$ cat config.mk
export PLATFORM = sky130hd
export DESIGN_NAME = sdb_ctrl_flat
export DESIGN_NICKNAME = d
export VERILOG_FILES = /design/src/sdb_pkg.sv /design/src/sdb_link_if.sv /design/src/sdb_ctrl.sv /design/src/flat_wrapper.sv
export SDC_FILE = /design/constraint.sdc
export NUM_CORES = 1
export LEC_CHECK = 0
export BUFFER_PORTS_ARGS = -buffer_cell sky130_fd_sc_hd__clkbuf_2
export CORE_ASPECT_RATIO = 1.25
export CORE_MARGIN = 10
export CORE_UTILIZATION = 54
export CTS_CLUSTER_SIZE = 10
export DETAILED_ROUTE_END_ITERATION = 8
export PLACE_DENSITY = 0.74
export SYNTH_ARGS = -nofsm -noshare
export SYNTH_HDL_FRONTEND = slang
export SYNTH_SLANG_ARGS = --single-unit
$ cat constraint.sdc
create_clock -name clk_sys -period 4.4 [get_ports clk_sys]
set_clock_uncertainty 0.05 [all_clocks]
set_input_delay 0.22 -clock clk_sys [delete_from_list [all_inputs] [get_ports clk_sys]]
set_output_delay 0.22 -clock clk_sys [all_outputs]
set_load 0.03 [all_outputs]
$ cat src/sdb_pkg.sv
// Shared constants, types and helpers for the SDRAM burst link
//=============================================================
// Behaviour
// - Lengths 1,2,4,8 both orders; page sequential only
// - Controller ends page bursts with burst stop
// - Burst stays in aligned block, wraps inside
// - Low column bits pick first location
// - Page burst wraps across 256 columns until stopped
// - Bit three selects sequential or interleaved
// - Sequential offset adds one modulo length
// - Interleaved offset is start xor index
// - Read latency two or three clocks
// - Drive after n+m-1, data by n+m
// - Latency two only up to 133 MHz
// - Operating mode bits must both be zero
// - Single write bit makes writes one location
// - Controller never loads reserved mode codes
// - Activate a row before reading or writing
// - Wait activate-to-column delay, rounded up
// - Precharge before new row; respect row cycle
// - Space activates to different banks
// - Length bits 0-2, latency 4-6, 10-12 reserved
// - Load mode only with all banks idle
package sdb_pkg;
   //==========================================================
   // Geometry
   localparam int DATA_W  = 32;
   localparam int ADDR_W  = 13;
   localparam int ROW_W   = 11;
   localparam int COL_W   = 8;
   localparam int BANK_W  = 2;
   localparam int BANKS   = 4;
   localparam int PRE_ALL_BIT = 10;
   //==========================================================
   // Mode word layout
   localparam int BL_LSB      = 0;
   localparam int ORDER_BIT   = 3;
   localparam int LAT_LSB     = 4;
   localparam int OPM_LO_BIT  = 7;
   localparam int OPM_HI_BIT  = 8;
   localparam int SWR_BIT     = 9;
   localparam int RSV_LSB     = 10;
   localparam logic [2:0] BL_1    = 3'h0;
   localparam logic [2:0] BL_2    = 3'h1;
   localparam logic [2:0] BL_4    = 3'h2;
   localparam logic [2:0] BL_8    = 3'h3;
   localparam logic [2:0] BL_PAGE = 3'h7;
   localparam logic [2:0] LAT_2   = 3'h2;
   localparam logic [2:0] LAT_3   = 3'h3;
   localparam logic [12:0] MODE_RST = 13'h0020;
   //==========================================================
   // Timing at 25 MHz
   localparam int CLK_PERIOD_NS = 40;
   localparam int T_RCD_NS      = 20;
   localparam int T_RC_NS       = 60;
   localparam int T_RRD_NS      = 12;
   localparam int MRD_CYC       = 2;
   function automatic int cyc_up(input int ns);
      int c;
      c = (ns + CLK_PERIOD_NS - 1) / CLK_PERIOD_NS;
      return (c < 1) ? 1 : c;
   endfunction
   localparam int RCD_CYC = cyc_up(T_RCD_NS);
   localparam int RC_CYC  = cyc_up(T_RC_NS);
   localparam int RRD_CYC = cyc_up(T_RRD_NS);
   //==========================================================
   // Controller register map
   localparam logic [7:0] REG_CMD    = 8'h00;
   localparam logic [7:0] REG_ADDR   = 8'h04;
   localparam logic [7:0] REG_WDATA  = 8'h08;
   localparam logic [7:0] REG_COUNT  = 8'h0C;
   localparam logic [7:0] REG_STATUS = 8'h10;
   localparam logic [7:0] REG_RDATA  = 8'h14;
   localparam logic [7:0] REG_MODE   = 8'h18;
   localparam int CMD_BANK_LSB = 4;
   localparam int ST_BUSY      = 0;
   localparam int ST_REFUSED   = 1;
   localparam int ST_RDVALID   = 2;
   localparam logic [1:0] RESP_OKAY   = 2'h0;
   localparam logic [1:0] RESP_SLVERR = 2'h2;
   //==========================================================
   // Link commands
   typedef enum logic [2:0] {
      CMD_NOP, CMD_ACT, CMD_RD, CMD_WR, CMD_BST, CMD_PRE, CMD_LMR
   } sdb_cmd_type;
   //==========================================================
   // Helpers
   function automatic logic [2:0] lat_cycles(input logic [12:0] m);
      return (m[LAT_LSB+:3] == LAT_3) ? 3'h3 : 3'h2;
   endfunction
   function automatic logic mode_legal(input logic [12:0] m);
      logic okLen;
      logic okLat;
      okLen = (m[BL_LSB+:3] <= BL_8)
            || (m[BL_LSB+:3] == BL_PAGE && !m[ORDER_BIT]);
      okLat = (m[LAT_LSB+:3] == LAT_2) || (m[LAT_LSB+:3] == LAT_3);
      return okLen && okLat && (m[OPM_HI_BIT:OPM_LO_BIT] == 2'h0)
             && (m[12:RSV_LSB] == 3'h0);
   endfunction
endpackage
$ cat src/sdb_link_if.sv
// Command, address and data link between controller and SDRAM
`timescale 1ns/1ps
interface sdb_link_if;
   import sdb_pkg::*;
   sdb_cmd_type        cmd;
   logic [1:0]         bank;
   logic [12:0]        addr;
   logic [31:0]        ctrlDq;
   logic               ctrlDqOe;
   logic [31:0]        devDq;
   logic               devDqOe;
   modport ctrl (
      output cmd,
      output bank,
      output addr,
      output ctrlDq,
      output ctrlDqOe,
      input  devDq,
      input  devDqOe
   );
   modport dev (
      input  cmd,
      input  bank,
      input  addr,
      input  ctrlDq,
      input  ctrlDqOe,
      output devDq,
      output devDqOe
   );
endinterface

$ cat src/sdb_ctrl.sv
// SDRAM controller end: AXI4-Lite registers, timing guards, sequencing
`timescale 1ns/1ps
module sdb_ctrl (
   input  wire logic         clk_sys,
   input  wire logic         rst,
   input  wire logic [7:0]   s_axi_awaddr,
   input  wire logic         s_axi_awvalid,
   output      logic         s_axi_awready,
   input  wire logic [31:0]  s_axi_wdata,
   input  wire logic [3:0]   s_axi_wstrb,
   input  wire logic         s_axi_wvalid,
   output      logic         s_axi_wready,
   output      logic [1:0]   s_axi_bresp,
   output      logic         s_axi_bvalid,
   input  wire logic         s_axi_bready,
   input  wire logic [7:0]   s_axi_araddr,
   input  wire logic         s_axi_arvalid,
   output      logic         s_axi_arready,
   output      logic [31:0]  s_axi_rdata,
   output      logic [1:0]   s_axi_rresp,
   output      logic         s_axi_rvalid,
   input  wire logic         s_axi_rready,
   sdb_link_if.ctrl          lk
);
   import sdb_pkg::*;

   //==========================================================
   // State
   typedef struct packed {
      logic              awHave;
      logic [7:0]        awAddr;
      logic              wHave;
      logic [31:0]       wData;
      logic [3:0]        wStrb;
      logic              bValid;
      logic [1:0]        bResp;
      logic              rValid;
      logic [31:0]       rData;
      logic [1:0]        rResp;
      logic [12:0]       addrReg;
      logic [31:0]       wdataReg;
      logic [7:0]        countReg;
      logic [31:0]       rdataReg;
      logic              rdValid;
      logic              refused;
      logic [12:0]       modeSh;
      logic              pend;
      sdb_cmd_type       pendOp;
      logic [1:0]        pendBank;
      logic [3:0]        open;
      logic [3:0][3:0]   rcd;
      logic [3:0][3:0]   rc;
      logic [3:0]        rrd;
      logic [3:0]        mrd;
      logic [7:0]        beatCnt;
      logic              wrBurst;
      logic [2:0]        capCnt;
      sdb_cmd_type       cmd;
      logic [1:0]        bank;
      logic [12:0]       addrOut;
      logic              dqOe;
   } sdb_ctrl_state_type;

   sdb_ctrl_state_type st_ff;
   sdb_ctrl_state_type nxt_st;
   logic              busy;
   logic [1:0]        b;
   logic [31:0]       wv;

   always_comb begin
      nxt_st = st_ff;
      nxt_st.cmd = CMD_NOP;
      nxt_st.dqOe = 1'b0;
      b = st_ff.pendBank;
      busy = st_ff.pend || st_ff.beatCnt != 8'h00 || st_ff.capCnt != 3'h0;
      for (int i = 0; i < BANKS; i++) begin
         if (st_ff.rcd[i] != 4'h0) nxt_st.rcd[i] = st_ff.rcd[i] - 4'h1;
         if (st_ff.rc[i] != 4'h0) nxt_st.rc[i] = st_ff.rc[i] - 4'h1;
      end
      if (st_ff.rrd != 4'h0) nxt_st.rrd = st_ff.rrd - 4'h1;
      if (st_ff.mrd != 4'h0) nxt_st.mrd = st_ff.mrd - 4'h1;
      //=======================================================
      // AXI4-Lite slave, one write and one read at a time
      wv = st_ff.wData;
      for (int k = 0; k < 4; k++) begin
         if (!st_ff.wStrb[k]) wv[k*8+:8] = 8'h00;
      end
      if (st_ff.bValid && s_axi_bready) nxt_st.bValid = 1'b0;
      if (st_ff.rValid && s_axi_rready) nxt_st.rValid = 1'b0;
      if (s_axi_awvalid && s_axi_awready) begin
         nxt_st.awHave = 1'b1;
         nxt_st.awAddr = s_axi_awaddr;
      end
      if (s_axi_wvalid && s_axi_wready) begin
         nxt_st.wHave = 1'b1;
         nxt_st.wData = s_axi_wdata;
         nxt_st.wStrb = s_axi_wstrb;
      end
      if (st_ff.awHave && st_ff.wHave) begin
         nxt_st.awHave = 1'b0;
         nxt_st.wHave = 1'b0;
         nxt_st.bValid = 1'b1;
         nxt_st.bResp = RESP_OKAY;
         case (st_ff.awAddr)
            REG_CMD: begin
               if (busy) begin
                  nxt_st.refused = 1'b1;
               end else begin
                  nxt_st.pend = 1'b1;
                  nxt_st.pendOp = sdb_cmd_type'(wv[2:0]);
                  nxt_st.pendBank = wv[CMD_BANK_LSB+:2];
               end
            end
            REG_ADDR:   nxt_st.addrReg = wv[12:0];
            REG_WDATA:  nxt_st.wdataReg = wv;
            REG_COUNT:  nxt_st.countReg = wv[7:0];
            REG_STATUS: begin
               if (wv[ST_REFUSED]) nxt_st.refused = 1'b0;
               if (wv[ST_RDVALID]) nxt_st.rdValid = 1'b0;
            end
            default: nxt_st.bResp = RESP_SLVERR;
         endcase
      end
      if (s_axi_arvalid && s_axi_arready) begin
         nxt_st.rValid = 1'b1;
         nxt_st.rResp = RESP_OKAY;
         case (s_axi_araddr)
            REG_ADDR:   nxt_st.rData = {19'h0000, st_ff.addrReg};
            REG_WDATA:  nxt_st.rData = st_ff.wdataReg;
            REG_COUNT:  nxt_st.rData = {24'h000000, st_ff.countReg};
            REG_STATUS: nxt_st.rData = {29'h0000000, st_ff.rdValid,
                                        st_ff.refused, busy};
            REG_RDATA:  nxt_st.rData = st_ff.rdataReg;
            REG_MODE:   nxt_st.rData = {19'h0000, st_ff.modeSh};
            default: begin
               nxt_st.rData = 32'h00000000;
               nxt_st.rResp = RESP_SLVERR;
            end
         endcase
      end
      //=======================================================
      // Read capture, one clock after the latency expires
      if (st_ff.capCnt != 3'h0) begin
         nxt_st.capCnt = st_ff.capCnt - 3'h1;
         if (st_ff.capCnt == 3'h1) begin
            nxt_st.rdataReg = lk.devDq;
            nxt_st.rdValid = 1'b1;
         end
      end
      //=======================================================
      // Burst continuation and stop
      if (st_ff.beatCnt > 8'h01) begin
         nxt_st.beatCnt = st_ff.beatCnt - 8'h01;
         nxt_st.dqOe = st_ff.wrBurst;
      end else if (st_ff.beatCnt == 8'h01) begin
         nxt_st.cmd = CMD_BST;
         nxt_st.beatCnt = 8'h00;
      end else if (st_ff.pend) begin
         nxt_st.bank = b;
         nxt_st.addrOut = st_ff.addrReg;
         case (st_ff.pendOp)
            CMD_ACT: begin
               if (st_ff.open[b]) begin
                  nxt_st.refused = 1'b1;
                  nxt_st.pend = 1'b0;
               end else if (st_ff.rc[b] == 4'h0 && st_ff.rrd == 4'h0
                            && st_ff.mrd == 4'h0) begin
                  nxt_st.cmd = CMD_ACT;
                  nxt_st.pend = 1'b0;
                  nxt_st.open[b] = 1'b1;
                  nxt_st.rcd[b] = 4'(RCD_CYC - 1);
                  nxt_st.rc[b] = 4'(RC_CYC - 1);
                  nxt_st.rrd = 4'(RRD_CYC - 1);
               end
            end
            CMD_RD, CMD_WR: begin
               if (!st_ff.open[b]) begin
                  nxt_st.refused = 1'b1;
                  nxt_st.pend = 1'b0;
               end else if (st_ff.rcd[b] == 4'h0
                            && st_ff.mrd == 4'h0) begin
                  nxt_st.cmd = st_ff.pendOp;
                  nxt_st.pend = 1'b0;
                  nxt_st.beatCnt = st_ff.countReg;
                  nxt_st.wrBurst = (st_ff.pendOp == CMD_WR);
                  nxt_st.dqOe = (st_ff.pendOp == CMD_WR);
                  if (st_ff.pendOp == CMD_RD) begin
                     nxt_st.capCnt = lat_cycles(st_ff.modeSh) + 3'h1;
                  end
               end
            end
            CMD_LMR: begin
               // Latency two at 25 MHz is well inside its clock limit
               if (st_ff.open != 4'h0
                   || !mode_legal(st_ff.addrReg)) begin
                  nxt_st.refused = 1'b1;
                  nxt_st.pend = 1'b0;
               end else if (st_ff.mrd == 4'h0) begin
                  nxt_st.cmd = CMD_LMR;
                  nxt_st.pend = 1'b0;
                  nxt_st.modeSh = st_ff.addrReg;
                  nxt_st.mrd = 4'(MRD_CYC - 1);
               end
            end
            CMD_PRE: begin
               if (st_ff.mrd == 4'h0) begin
                  nxt_st.cmd = CMD_PRE;
                  nxt_st.pend = 1'b0;
                  if (st_ff.addrReg[PRE_ALL_BIT]) nxt_st.open = 4'h0;
                  else nxt_st.open[b] = 1'b0;
               end
            end
            default: begin
               nxt_st.cmd = st_ff.pendOp;
               nxt_st.pend = 1'b0;
            end
         endcase
      end
   end

   //==========================================================
   // Registers
   always_ff @(posedge clk_sys) begin
      if (rst) begin
         st_ff <= '0;
         st_ff.modeSh <= MODE_RST;
      end else begin
         st_ff <= nxt_st;
      end
   end

   assign s_axi_awready = !st_ff.awHave && !st_ff.bValid;
   assign s_axi_wready = !st_ff.wHave && !st_ff.bValid;
   assign s_axi_bvalid = st_ff.bValid;
   assign s_axi_bresp = st_ff.bResp;
   assign s_axi_arready = !st_ff.rValid;
   assign s_axi_rvalid = st_ff.rValid;
   assign s_axi_rdata = st_ff.rData;
   assign s_axi_rresp = st_ff.rResp;
   assign lk.cmd = st_ff.cmd;
   assign lk.bank = st_ff.bank;
   assign lk.addr = st_ff.addrOut;
   assign lk.ctrlDq = st_ff.wdataReg;
   assign lk.ctrlDqOe = st_ff.dqOe;

endmodule

$ cat src/flat_wrapper.sv
// flat-port wrapper written by rule: the top's interface ports become plain ports
module sdb_ctrl_flat import sdb_pkg::*;
  (clk_sys, rst, s_axi_awaddr, s_axi_awvalid, s_axi_awready, s_axi_wdata, s_axi_wstrb, s_axi_wvalid, s_axi_wready, s_axi_bresp, s_axi_bvalid, s_axi_bready, s_axi_araddr, s_axi_arvalid, s_axi_arready, s_axi_rdata, s_axi_rresp, s_axi_rvalid, s_axi_rready, lk_cmd, lk_bank, lk_addr, lk_ctrlDq, lk_ctrlDqOe, lk_devDq, lk_devDqOe);
  sdb_link_if lk_i ();
  input  wire logic clk_sys;
  input  wire logic rst;
  input  wire logic [7:0] s_axi_awaddr;
  input  wire logic s_axi_awvalid;
  output      logic s_axi_awready;
  input  wire logic [31:0] s_axi_wdata;
  input  wire logic [3:0] s_axi_wstrb;
  input  wire logic s_axi_wvalid;
  output      logic s_axi_wready;
  output      logic [1:0] s_axi_bresp;
  output      logic s_axi_bvalid;
  input  wire logic s_axi_bready;
  input  wire logic [7:0] s_axi_araddr;
  input  wire logic s_axi_arvalid;
  output      logic s_axi_arready;
  output      logic [31:0] s_axi_rdata;
  output      logic [1:0] s_axi_rresp;
  output      logic s_axi_rvalid;
  input  wire logic s_axi_rready;
  output wire logic [$bits(lk_i.cmd)-1:0] lk_cmd;
  output wire logic [$bits(lk_i.bank)-1:0] lk_bank;
  output wire logic [$bits(lk_i.addr)-1:0] lk_addr;
  output wire logic [$bits(lk_i.ctrlDq)-1:0] lk_ctrlDq;
  output wire logic [$bits(lk_i.ctrlDqOe)-1:0] lk_ctrlDqOe;
  input wire logic [$bits(lk_i.devDq)-1:0] lk_devDq;
  input wire logic [$bits(lk_i.devDqOe)-1:0] lk_devDqOe;
  assign lk_cmd = lk_i.cmd;
  assign lk_bank = lk_i.bank;
  assign lk_addr = lk_i.addr;
  assign lk_ctrlDq = lk_i.ctrlDq;
  assign lk_ctrlDqOe = lk_i.ctrlDqOe;
  assign lk_i.devDq = lk_devDq;
  assign lk_i.devDqOe = lk_devDqOe;
  sdb_ctrl u_core (.clk_sys(clk_sys), .rst(rst), .s_axi_awaddr(s_axi_awaddr), .s_axi_awvalid(s_axi_awvalid), .s_axi_awready(s_axi_awready), .s_axi_wdata(s_axi_wdata), .s_axi_wstrb(s_axi_wstrb), .s_axi_wvalid(s_axi_wvalid), .s_axi_wready(s_axi_wready), .s_axi_bresp(s_axi_bresp), .s_axi_bvalid(s_axi_bvalid), .s_axi_bready(s_axi_bready), .s_axi_araddr(s_axi_araddr), .s_axi_arvalid(s_axi_arvalid), .s_axi_arready(s_axi_arready), .s_axi_rdata(s_axi_rdata), .s_axi_rresp(s_axi_rresp), .s_axi_rvalid(s_axi_rvalid), .s_axi_rready(s_axi_rready), .lk(lk_i));
endmodule
# Word level (Yosys, flattened, before mapping)
# Cells that the tools add are included.
# word_totals
regBits,265
in_bits,92
out_inout_bits,92
# classes
n_addsub,13
magnitude_cmp,4
n_eq_ne,24
muxes,93
n_bitwise,13
n_reduce_logical,70
# op_table
cell,n
$pmux 32 s6,1
$mux 40,4
$mux 15,5
$mux 4,18
$mux 71,1
$mux 8,6
$reduce_bool 4->1,11
$sub 4x1->4 const B,10
$mux 36,1
$mux 35,1
$eq 8x4->1 const B,4
$eq 8x5->1 const B,4
$mux 3,9
$mux 13,2
$mux 1,25
$mux 21,1
$mux 6,3
$and 16x16->16,1
$bmux 4 s2,2
$eq 8x3->1 const B,2
$logic_and 1x1->1,16
$logic_not 4->1,4
$mux 16,1
$not 16->16,1
other kinds (47),84

# Longest topological paths before layout
# Gate-level depths: netlist of run 1.
# depth
depth_word,13
mapped_depth,9

# Worst setup path after synthesis of run 1
# No wires, ideal clock.
# synth_path
kind,register to register
startpoint,register u_core.st_ff[35] (netlist bit)
endpoint,register u_core.st_ff[59] (netlist bit)
setup_ps,115
arrival_time_ps,2210
required_ps,4235
setup_slack_ps,2025
stages_incl_launch_ff,8
path_buffers,0
cell_sequence,dfxtp_1 -> inv_1 -> ha_1 -> or3b_2 -> a211o_4 -> nor4_4 -> a21o_4 -> nor2_2
# synth_via
elab_chain_cells,9
# synth_lines
item,line,text
from (decl),sdb_ctrl.sv:64,sdb_ctrl_state_type st_ff;
from (signal assigned),sdb_ctrl.sv:228,st_ff <= nxt_st;
$logic_not 4->1,sdb_ctrl.sv:166,end else if (st_ff.rc[b] == 4'h0 && st_ff.rrd == 4'h0
$logic_and 1x1->1,sdb_ctrl.sv:166,
$logic_and 1x1->1,sdb_ctrl.sv:167,&& st_ff.mrd == 4'h0) begin
$mux 40,sdb_ctrl.sv:166,
$mux 40,sdb_ctrl.sv:163,if (st_ff.open[b]) begin
$mux 36,sdb_ctrl.sv:161,case (st_ff.pendOp)
$mux 71,sdb_ctrl.sv:158,end else if (st_ff.pend) begin
$mux 40,sdb_ctrl.sv:155,end else if (st_ff.beatCnt == 8'h01) begin
$mux 40,sdb_ctrl.sv:152,if (st_ff.beatCnt > 8'h01) begin
# No other way between the ends. The select of a mux whose other input is x is not followed.
# A chain may end at the register's enable or synchronous reset.

# Final worst setup path of run 1
# layout_path
startpoint,register u_core.st_ff[31] (netlist bit)
endpoint,register u_core.st_ff[46] (netlist bit)
# layout_via
elab_chain_cells,8
# layout_lines
item,line
$logic_not 4->1,sdb_ctrl.sv:167
$logic_and 1x1->1,sdb_ctrl.sv:167
$mux 40,sdb_ctrl.sv:166
$mux 40,sdb_ctrl.sv:163
$mux 36,sdb_ctrl.sv:161
$mux 71,sdb_ctrl.sv:158
$mux 40,sdb_ctrl.sv:155
$mux 40,sdb_ctrl.sv:152
# No other way between the ends. The select of a mux whose other input is x is not followed.

==> metrics.cfg, run 1 <==
[pwr]
power_switching_share = 0.3053
power.share.sequential = 0.431
comb_power_share = 0.251
p_int_uw = 4613
p_switching_uw = 2027
report.power.total_uw = 6640
cellLeakagePower_uw = 0.005277
power.density_nw_per_um2 = 484.6
power.clock.fraction = 0.318
peakVddDrop_mv = 0.3598

[global_route]
pin_count_of_the_biggest_net_entering_global_routing = 119
antenna_violations_before_repair = 0
gr-total-overflow = 0
first_global_vias = 9960
grt_first_pass_wirelength_mm = 52.35
globalRouteTotalUtil = 0.2206

[die]
design.die.area_um2 = 28110
initial_utilization = 0.5476
num_io_pins = 184
core_area_um2 = 21470
die_height_um = 185.0
die_width_um = 152.0
num_rows = 60

[sta]
rsz0062_at_grt = no
fin_crit_sh = 0.6076
report.final.setup_viol = 0
post-route-min-period_ns = 2.673
setup_total_negative_slack_ns = 0
worst-slew-pin-transition_ns = 1.290
maxSlewHeadroom = 0.1397
hold_viol = 0
finalMaxSlewViolations = 0
worst_slack_ns = 1.727
timing.fmax_mhz = 374.0

[setup_path]
timing.critical_path.from_type = flip-flop
crit_required_ns = 4.78
critical_path.reg2reg.startpoint = u_core.st_ff[31]
reg2reg_to = u_core.st_ff[46]
cp_cell_sequence = inv_1, ha_1, or3b_1, a211o_4, nor4_4, a21o_4, nor2_2
critical_path.slowest_cell = nor4_4
worst_setup_path_end_kind = flip-flop
worst-r2r-setup-slack_ns = 1.73
timing.critical_path.fanout_max = 10
worst-endpoint-arrival_ns = 3.05
critical-path-max-stage-delay_ns = 0.65
worst_r2r_path_depth = 7
worstSetupStartpoint = u_core.st_ff[31]
critical_path_class = flip-flop to flip-flop

[placement]
preCtsSetupSlack_ns = 1.737
placed_cells = 1718
finalWeightedCongestion = 0.8591
io_buffers = 180
post-dp-hpwl_mm = 21.80

[yosys]
syn_area_per_cell_um2 = 8.297
synth-seq-cells = 263
synth_flop_type = dfxtp_1
yosys_warnings = 0
postSynth.asyncResetShare = 0
mappedNetlistArea_um2 = 11760
synth_seq_area_share = 0.4478
synth_enable_flop_cells = 0
synth.distinct_cells = 72
synth_cells = 1417

[cells_and_area]
layout_commonest_cell = nand2_1
postLayoutCoreUtil = 0.6382
finish.net_count = 1659
commonest_cells_after_routing_fill_and_taps_aside = nand2_1, dfxtp_1, a21oi_1, clkbuf_2, dlygate4sd3_1
area_growth_pct = 16.54
post_route_cells_drive_above_1_share = 0.1817
final_cell_count_no_fill = 1833

[clocking]
cts-htree-levels = 1
root_buffer = clkbuf_16
numClockSinks = 263
cts_tree = built
cts_inserted_buffers = 30
ctsResizeCount = 0
worst_skew_pair_later_pin_latency_ns = 0.54
max-clock-path-buffers = 3
worst_setup_hold_path_clk_slew_ns = 0.05

[route]
drt_wl_total_mm = 32.76
drt_first_iter_violations = 870
drt_pre_antenna_iters = 6
routed_via_density = 5.648
post_route_drc_violation_count = 0
drtAntennaViolNets = 0
route.vias.total = 10352
routed_wire_length_per_instance_um = 17.87

[min_path]
hp-class = input port to flip-flop
hold_path_end = u_core.s_axi_rresp[1]
holdPathStages = 4
worstHoldStart = s_axi_arvalid

[status]
run_status = finished clean

[run]
max_cap_viol_count = 0

cells in the mapped netlist, types with 4 or more instances:
master	instances	area share
a211oi_1	9	0.0057
a21o_4	4	0.0051
a21oi_1	179	0.076
a221oi_1	4	0.0030
a222oi_1	10	0.0085
a22o_1	10	0.0074
a22oi_1	29	0.019
and2_1	14	0.0074
and3_1	6	0.0032
buf_1	4	0.0013
buf_2	8	0.0034
buf_4	87	0.056
clkbuf_1	69	0.022
dfxtp_1	263	0.45
ha_1	17	0.018
inv_1	28	0.0089
mux2_2	24	0.023
mux2i_1	8	0.0068
nand2_1	300	0.096
nand2b_1	18	0.0096
nand3_1	62	0.026
nand3b_1	8	0.0051
nand4_1	4	0.0021
nor2_1	64	0.020
nor2_2	4	0.0021
nor2b_1	12	0.0064
nor3_1	23	0.0098
nor4_1	6	0.0032
o21ai_0	45	0.019
o21bai_1	5	0.0032
or3_1	9	0.0048
or4_1	6	0.0038
xnor2_1	13	0.0097
critical path: cells and delay by family, from the launching register on:
| family | cells | cell delay [ns] |
|---|---|---|
| buffers and inverters | 1 | 0.06 |
| AO/OA/AOI/OAI | 2 | 0.67 |
| adder cells (fa/ha/maj) | 1 | 0.19 |
| flip-flops | 1 | 0.33 |
| AND/OR/NAND/NOR | 3 | 1.26 |
worst max path at each step:
| stage | to | slack [ns] | depth (start not counted) |
|---|---|---|---|
| 2_1_floorplan | u_core.st_ff[59] | 2.03 | 7 |
| 3_3_place_gp | u_core.st_ff[62] | 1.78 | 7 |
| 3_5_place_dp | u_core.st_ff[60] | 1.74 | 7 |
| 6_report | u_core.st_ff[46] | 1.73 | 7 |
| 5_1_grt | u_core.st_ff[83] | 1.59 | 6 |
| 4_1_cts | u_core.st_ff[46] | 1.71 | 7 |
power groups by stage:
stage	logic [uW]	registers, uW	clock network (uW)
after floorplan	1310	2840	0
after global placement	1550	2890	0
final	1670	2860	2110
after global routing	1890	2900	2240
after CTS	1670	2860	2150
after detailed placement	1600	2900	0
metrics by stage:
stage	hold WS, ns	instance area (um^2)
2_1_floorplan	0.2690	11760
6_report	0.03305	13700
5_1_grt	0.06990	13700
4_1_cts	0.01894	13700
3_5_place_dp	0.3879	12120
3_3_place_gp	0.3743	12120
area by class of cell:
type | count | area [um^2]
tap | 279 | 349.1
inverter | 28 | 105.1
antenna | 2 | 5.005
sequential | 263 | 5265
clock buffer | 33 | 783.3
multi-input combinational | 956 | 5399
clock inverter | 1 | 7.507
timing repair buffer | 271 | 1788
fill | 1782 | 7769
flip-flops by register name (all words and copies together), names as in the netlist:
name                 cells
u_core.b                 2
u_core.lk.bank           2
u_core.lk.cmd            3
u_core.s_axi_rvalid      1
u_core.lk.ctrlDq        32
u_core.s_axi_bvalid      1
u_core.lk.ctrlDqOe       1
u_core.s_axi_rresp       1
u_core.lk.addr          13
u_core.s_axi_rdata      32
u_core.st_ff           174
u_core.s_axi_bresp       1
metal layers:
metal / vias to the layer above / wire (um) / GRT usage / share of wire
met1: 4829 / 13060 / 0.2571 / 0.40
met5: - / 0 / 0 / 0
li1: 5038 / - / - / -
met2: 386 / 16420 / 0.3912 / 0.50
met3: 99 / 1918 / 0.03667 / 0.059
met4: 0 / 1367 / 0.09603 / 0.042
what timing repair did:
item | CTS | global route
endpoints found under the hold margin | 78 | 0
setup buffers | 0 | 0
hold buffers | 79 | 0
cells by family after synthesis:
logic type,Yosys count,synth area share
and+or+nand+nor,562,0.2255
xor gates and xnor gates,16,0.01192
muxes,33,0.03171
AOI/OAI and AO/OA,326,0.1706
DFF,263,0.4478
other,1,0.0003189
adders and majority gates,17,0.01809
buffers and inverters,199,0.09407
Power figures use the tool's default switching activity.
==> inputs of run 2 (changes only) <==
- clock period: 4.4 -> 2.7 ns (I/O delays scaled with it)
==> run 2 against run 1 <==
Against the previous run:
- design area rose by 2.9%
- setup slack got worse by 1.5 ns
- total power grew 65%
- critical path depth is the same
- first-iteration DRC count shrank 10%
- largest cell class unchanged
- highest routed layer unchanged
==> metrics.cfg, run 2 (same netlist as run 1, synthesis figures left out) <==
[die]
die_width_um = 152.0  ; unchanged
num_io_pins = 184  ; unchanged
num_rows = 60  ; unchanged
design.die.area_um2 = 28110  ; unchanged
core_area_um2 = 21470  ; unchanged
initial_utilization = 0.5476  ; unchanged
die_height_um = 185.0  ; unchanged

[sta]
post-route-min-period_ns = 2.491  ; -0.1822 ns
maxSlewHeadroom = 0.3627  ; +0.2230
fin_crit_sh = 0.9227  ; +0.3151
timing.fmax_mhz = 401.4  ; +7.3%
hold_viol = 0  ; unchanged
finalMaxSlewViolations = 0  ; unchanged
report.final.setup_viol = 0  ; unchanged
rsz0062_at_grt = no
worst-slew-pin-transition_ns = 0.9560  ; -0.3345 ns
setup_total_negative_slack_ns = 0  ; unchanged

[setup_path]
critical-path-max-stage-delay_ns = 0.56  ; -0.09 ns
critical_path.slowest_cell = or3b_1
crit_required_ns = 3.05  ; -1.73 ns
worst_setup_path_end_kind = flip-flop
timing.critical_path.fanout_max = 9  ; -1
critical_path_class = flip-flop to flip-flop
worst-endpoint-arrival_ns = 2.84  ; -0.21 ns
cp_cell_sequence = inv_1, ha_1, or3b_1, a211o_4, nor4_4, a31oi_1, mux2i_1
timing.critical_path.from_type = flip-flop

[pwr]
power.density_nw_per_um2 = 778.1  ; +61%
peakVddDrop_mv = 0.6518  ; +81%
cellLeakagePower_uw = 0.005530  ; +4.8%
report.power.total_uw = 10970  ; +65%

[global_route]
first_global_vias = 10173  ; +2.1%
globalRouteTotalUtil = 0.2247  ; +0.004087
grt_first_pass_wirelength_mm = 53.21  ; +1.6%
pin_count_of_the_biggest_net_entering_global_routing = 64  ; -46%
antenna_violations_before_repair = 0  ; unchanged
gr-total-overflow = 0  ; unchanged

[route]
route.vias.total = 10618  ; +2.6%
routed_wire_length_per_instance_um = 17.88  ; about the same
post_route_drc_violation_count = 0  ; unchanged
routed_via_density = 5.654  ; +0.11%
drt_wl_total_mm = 33.58  ; +2.5%
drt_pre_antenna_iters = 7  ; +1
drtAntennaViolNets = 0  ; unchanged
drt_first_iter_violations = 781  ; -10%

[clocking]
cts_inserted_buffers = 30  ; unchanged
worst_setup_hold_path_clk_slew_ns = 0.06  ; about the same
root_buffer = clkbuf_16
post-cts-setup-buffer-count = 0  ; unchanged
cts-htree-levels = 1  ; unchanged
numClockSinks = 263  ; unchanged
cts_tree = built
worst_skew_pair_later_pin_latency_ns = 0.54  ; about the same
max-clock-path-buffers = 3  ; unchanged

[cells_and_area]
commonest_cells_after_routing_fill_and_taps_aside = nand2_1, dfxtp_1, clkbuf_2, a21oi_1, dlygate4sd3_1
finish.net_count = 1700  ; +2.5%
flip_flop_count_of_the_largest_register_all_copies_and_words_added = 174  ; unchanged
post_route_cells_drive_above_1_share = 0.1918  ; +0.01015
layout_commonest_cell = nand2_1
area_growth_pct = 19.94
regMostFlops = u_core.st_ff

[status]
run_status = finished clean

[placement]
finalWeightedCongestion = 0.8841  ; +2.9%
post-dp-hpwl_mm = 22.45  ; +3.0%
io_buffers = 180  ; unchanged

[min_path]
hp-class = input port to flip-flop

[run]
max_cap_viol_count = 0  ; unchanged

[run 2: cell count changes in the layout (fill, tap and decap cells not counted)]
| cell | before | now |
|---|---|---|
| clkbuf_8 | 0 | 2 |
| a21oi_2 | 1 | 2 |
| dlygate4sd3_1 | 79 | 98 |
| clkbuf_1 | 2 | 3 |
| clkinvlp_4 | 1 | 0 |
| diode_2 | 2 | 4 |
| buf_4 | 12 | 33 |
| a21oi_1 | 179 | 178 |
| buf_12 | 0 | 1 |
[run 2: critical path: cells and delay by family (launching register included)]
family / cells / cell delay [ns]
and+or+nand+nor: 2 / 0.88
AOI/OAI and AO/OA: 2 / 0.65
DFF: 1 / 0.32
adders and majority gates: 1 / 0.20
muxes: 1 / 0.18
buffers and inverters: 1 / 0.06
[run 2: where the power goes]
| group | internal, uW | total [uW] | switching [uW] | leakage, uW |
|---|---|---|---|---|
| Combinational | 1260 | 2800 | 1540 | 0.00299 |
| Sequential | 4300 | 4660 | 356 | 0.00214 |
| Clock | 2070 | 3510 | 1440 | 0.000400 |
| Total | 7640 | 11000 | 3340 | 0.00553 |
[run 2: worst paths after layout]
kind / startpoint / end / slack [ns] / depth (start not counted)
worst min register to register: u_core.s_axi_rdata[11] / u_core.s_axi_rdata[11] / 0.40 / 2
worst min-delay path: s_axi_wvalid / u_core.st_ff[255] / 0.12 / 4
worst max-delay path: u_core.st_ff[31] / u_core.st_ff[73] / 0.21 / 7
worst max register to register: u_core.st_ff[31] / u_core.st_ff[73] / 0.21 / 7
[run 2: layout make-up]
| type | count | area (um^2) |
|---|---|---|
| fillers | 1711 | 7368 |
| multi-input cells | 956 | 5403 |
| flip-flops and latches | 263 | 5265 |
| repair buffers | 312 | 2156 |
| clock buffers | 36 | 814.5 |
| well taps | 279 | 349.1 |
| inverters | 28 | 105.1 |
| diodes | 4 | 10.01 |
[run 2: layer usage]
metal  share of wire  up-vias  GRT usage
li1                -     5114          -
met1            0.40     5023     0.2626
met2            0.50      390     0.3984
met3           0.061       91    0.03690
met4           0.039        0    0.09680
met5               0        -          0
[run 2: repair_timing]
action / CTS / global route
gates resized for setup: 0 / 1
hold buffers: 98 / 0
endpoints found under the setup margin: 0 / 3
endpoints found under the hold margin: 102 / 0
[run 2: metrics by stage]
stage	setup slack, ns	cell area (um^2)	instances	util	hold slack, ns
after floorplan	0.3250	11760	1418	-	0.1840
after global placement	0.2709	12290	1740	0.5726	0.2990
after detailed placement	0.2120	12290	1740	0.5726	0.3072
after CTS	0.1554	14090	1874	0.6562	0.1112
after global routing	0.09513	14090	1874	0.6564	0.1826
final	0.2088	14100	1878	0.6568	0.1244
==> inputs of run 3 (changes only) <==
- CORE_UTILIZATION: 54 -> 45
- PLACE_DENSITY: 0.74 -> default
- PLACE_DENSITY_LB_ADDON: default -> 0.3
==> run 3 against run 2 <==
Against the previous run:
- die area rose by 18%
- sequential power barely moved
- sequential share of layout area fell by 0.14 points
- wire length rose by 0.53%
- non-clock buffer count fell by 1
- sequential cell count did not move
- setup slack improved by 0.016 ns
- hold slack got worse by 0.11 ns
- core utilization fell by 11 points
- maximum frequency rose by 0.64%
- clock-buffer cell count fell by 3
==> metrics.cfg, run 3 (same netlist as run 1, synthesis figures left out) <==
[route]
routed_wire_length_per_instance_um = 17.47  ; -2.3%
drt_first_iter_violations = 822  ; +5.2%
drt_pre_antenna_iters = 5  ; -2
route.vias.total = 10395  ; -2.1%
post_route_drc_violation_count = 0  ; unchanged
routed_via_density = 5.380  ; -4.8%
drt_wl_total_mm = 33.76  ; +0.53%
drtAntennaViolNets = 0  ; unchanged

[setup_path]
worst_setup_path_end_kind = flip-flop
critical_path.reg2reg.startpoint = u_core.st_ff[35]
timing.critical_path.from_type = flip-flop
worst-endpoint-arrival_ns = 2.82  ; -0.02 ns
reg2reg_to = u_core.st_ff[74]
critical_path.slowest_cell = or3b_2
cp_cell_sequence = inv_1, ha_1, or3b_2, a211o_4, nor4_4, a31oi_1, mux2i_1
timing.critical_path.fanout_max = 5  ; -4
worst_r2r_path_depth = 7  ; unchanged
critical_path_class = flip-flop to flip-flop
critical-path-max-stage-delay_ns = 0.52  ; -0.04 ns
worst-r2r-setup-slack_ns = 0.22  ; +0.02 ns
crit_required_ns = 3.05  ; about the same

[min_path]
hold_path_end = u_core.st_ff[264]
worstHoldStart = s_axi_awvalid
holdPathStages = 3  ; -1
hp-class = input port to flip-flop

[die]
core_area_um2 = 25930  ; +21%
die_height_um = 200.7  ; +8.5%
initial_utilization = 0.4534  ; -0.09418
die_width_um = 164.6  ; +8.3%
num_io_pins = 184  ; unchanged
num_rows = 66  ; +10%
design.die.area_um2 = 33030  ; +18%

[clocking]
max-clock-path-buffers = 3  ; unchanged
numClockSinks = 263  ; unchanged
worst_setup_hold_path_clk_slew_ns = 0.05  ; about the same
cts_tree = built
cts_inserted_buffers = 30  ; unchanged
worst_skew_pair_later_pin_latency_ns = 0.55  ; about the same
cts-htree-levels = 1  ; unchanged
root_buffer = clkbuf_16
ctsResizeCount = 0  ; unchanged

[sta]
fin_crit_sh = 0.9168  ; -0.005845
hold_viol = 0  ; unchanged
report.final.setup_viol = 0  ; unchanged
maxSlewHeadroom = 0.2013  ; -0.1613
worst-slew-pin-transition_ns = 1.198  ; +0.2420 ns
rsz0062_at_grt = no
timing.fmax_mhz = 404.0  ; +0.64%
post-route-min-period_ns = 2.475  ; -0.01578 ns
finalMaxSlewViolations = 0  ; unchanged
setup_total_negative_slack_ns = 0  ; unchanged

[pwr]
p_switching_uw = 3355  ; +0.52%
p_int_uw = 7706  ; +0.92%
power.clock.fraction = 0.325  ; +0.005
cellLeakagePower_uw = 0.005532  ; about the same
power.density_nw_per_um2 = 781.5  ; +0.43%
comb_power_share = 0.254  ; -0.002
peakVddDrop_mv = 0.5377  ; -18%
power.share.sequential = 0.421  ; -0.004
power_switching_share = 0.3033  ; -0.0008364
report.power.total_uw = 11060  ; +0.80%

[cells_and_area]
final_cell_count_no_fill = 1932  ; +2.9%
flip_flop_count_of_the_largest_register_all_copies_and_words_added = 174  ; unchanged
num_antenna_cells = 0  ; -4
layout_commonest_cell = nand2_1
regMostFlops = u_core.st_ff
area_growth_pct = 20.38
commonest_cells_after_routing_fill_and_taps_aside = nand2_1, dfxtp_1, a21oi_1, clkbuf_2, dlygate4sd3_1
post_route_cells_drive_above_1_share = 0.1941  ; +0.002246
finish.net_count = 1699  ; -0.059%
multi_input_area_um2 = 5399  ; about the same
layout.filler_cells = 2427  ; +42%
seqCellArea_um2 = 5265  ; unchanged

[global_route]
antenna_violations_before_repair = 0  ; unchanged
gr-total-overflow = 0  ; unchanged
pin_count_of_the_biggest_net_entering_global_routing = 136  ; +110%
grt_first_pass_wirelength_mm = 52.76  ; -0.84%
first_global_vias = 9999  ; -1.7%
globalRouteTotalUtil = 0.1930  ; -0.03167

[placement]
io_buffers = 180  ; unchanged
placed_cells = 1805  ; +3.7%
finalWeightedCongestion = 0.8490  ; -4.0%
post-dp-hpwl_mm = 23.23  ; +3.5%

[status]
run_status = finished clean

[run]
max_cap_viol_count = 0  ; unchanged

[run 3: cell types whose count changed in the layout (fill, tap and decap cells not counted)]
cell           previous run  this run
clkbuf_8                  2         1
diode_2                   4         0
clkbuf_1                  3         1
a21oi_1                 178       179
dlygate4sd3_1            98        93
bufinv_16                 0         1
a21oi_2                   2         1
buf_4                    33        37
[run 3: layer usage]
metal	vias to the layer above	GRT usage	share of wire
met5	-	0	0
met4	0	0.06907	0.035
met3	74	0.04021	0.070
met2	355	0.3339	0.50
met1	4854	0.2284	0.40
li1	5112	-	-
[run 3: layout make-up]
cell class,instances,area share
multi-input combinational,956,0.3815
sequential,263,0.3720
timing repair buffer,311,0.1509
clock buffer,33,0.05605
tap,340,0.03006
inverter,28,0.007426
clock inverter,1,0.002122
[run 3: worst max-delay path, delay by kind of cell, from the launching register on]
family / cells / cell delay [ns]
AND/OR/NAND/NOR: 2 / 0.84
adder cells (fa/ha/maj): 1 / 0.19
buffers and inverters: 1 / 0.06
multiplexers: 1 / 0.19
flip-flops: 1 / 0.32
AO/OA/AOI/OAI: 2 / 0.67
[run 3: metrics by stage]
stage	utilization	hold WS (ns)	instance area [um^2]	setup slack, ns
after global placement	0.4782	0.3097	12400	0.3039
after CTS	0.5458	0.006977	14150	0.2342
after detailed placement	0.4782	0.3103	12400	0.2481
after global routing	0.5458	0.04118	14150	0.09140
after floorplan	-	0.1840	11760	0.3250
final	0.5458	0.01417	14150	0.2245
[run 3: power by group through the flow]
stage | Combinational [uW] | Sequential [uW] | Clock, uW
floorplan | 2140 | 4630 | 0
global placement | 2590 | 4710 | 0
detailed placement | 2670 | 4730 | 0
CTS | 2820 | 4650 | 3680
global route | 3160 | 4710 | 3820
finish | 2810 | 4650 | 3600
[run 3: what timing repair did]
item                      CTS  global route
hold endpoints to repair   95             0
hold buffers               93             0
buffers inserted            0             0
[run 3: how the worst max path moves through the flow]
stage,endpoint,startpoint,slack [ns],depth (start not counted)
after floorplan,u_core.st_ff[59],u_core.st_ff[35],0.33,7
after global placement,u_core.st_ff[74],u_core.st_ff[35],0.30,7
after detailed placement,u_core.st_ff[72],u_core.st_ff[35],0.25,7
after CTS,u_core.st_ff[74],u_core.st_ff[35],0.23,7
after global routing,u_core.st_ff[90],u_core.st_ff[27],0.09,5
final,u_core.st_ff[74],u_core.st_ff[35],0.22,7
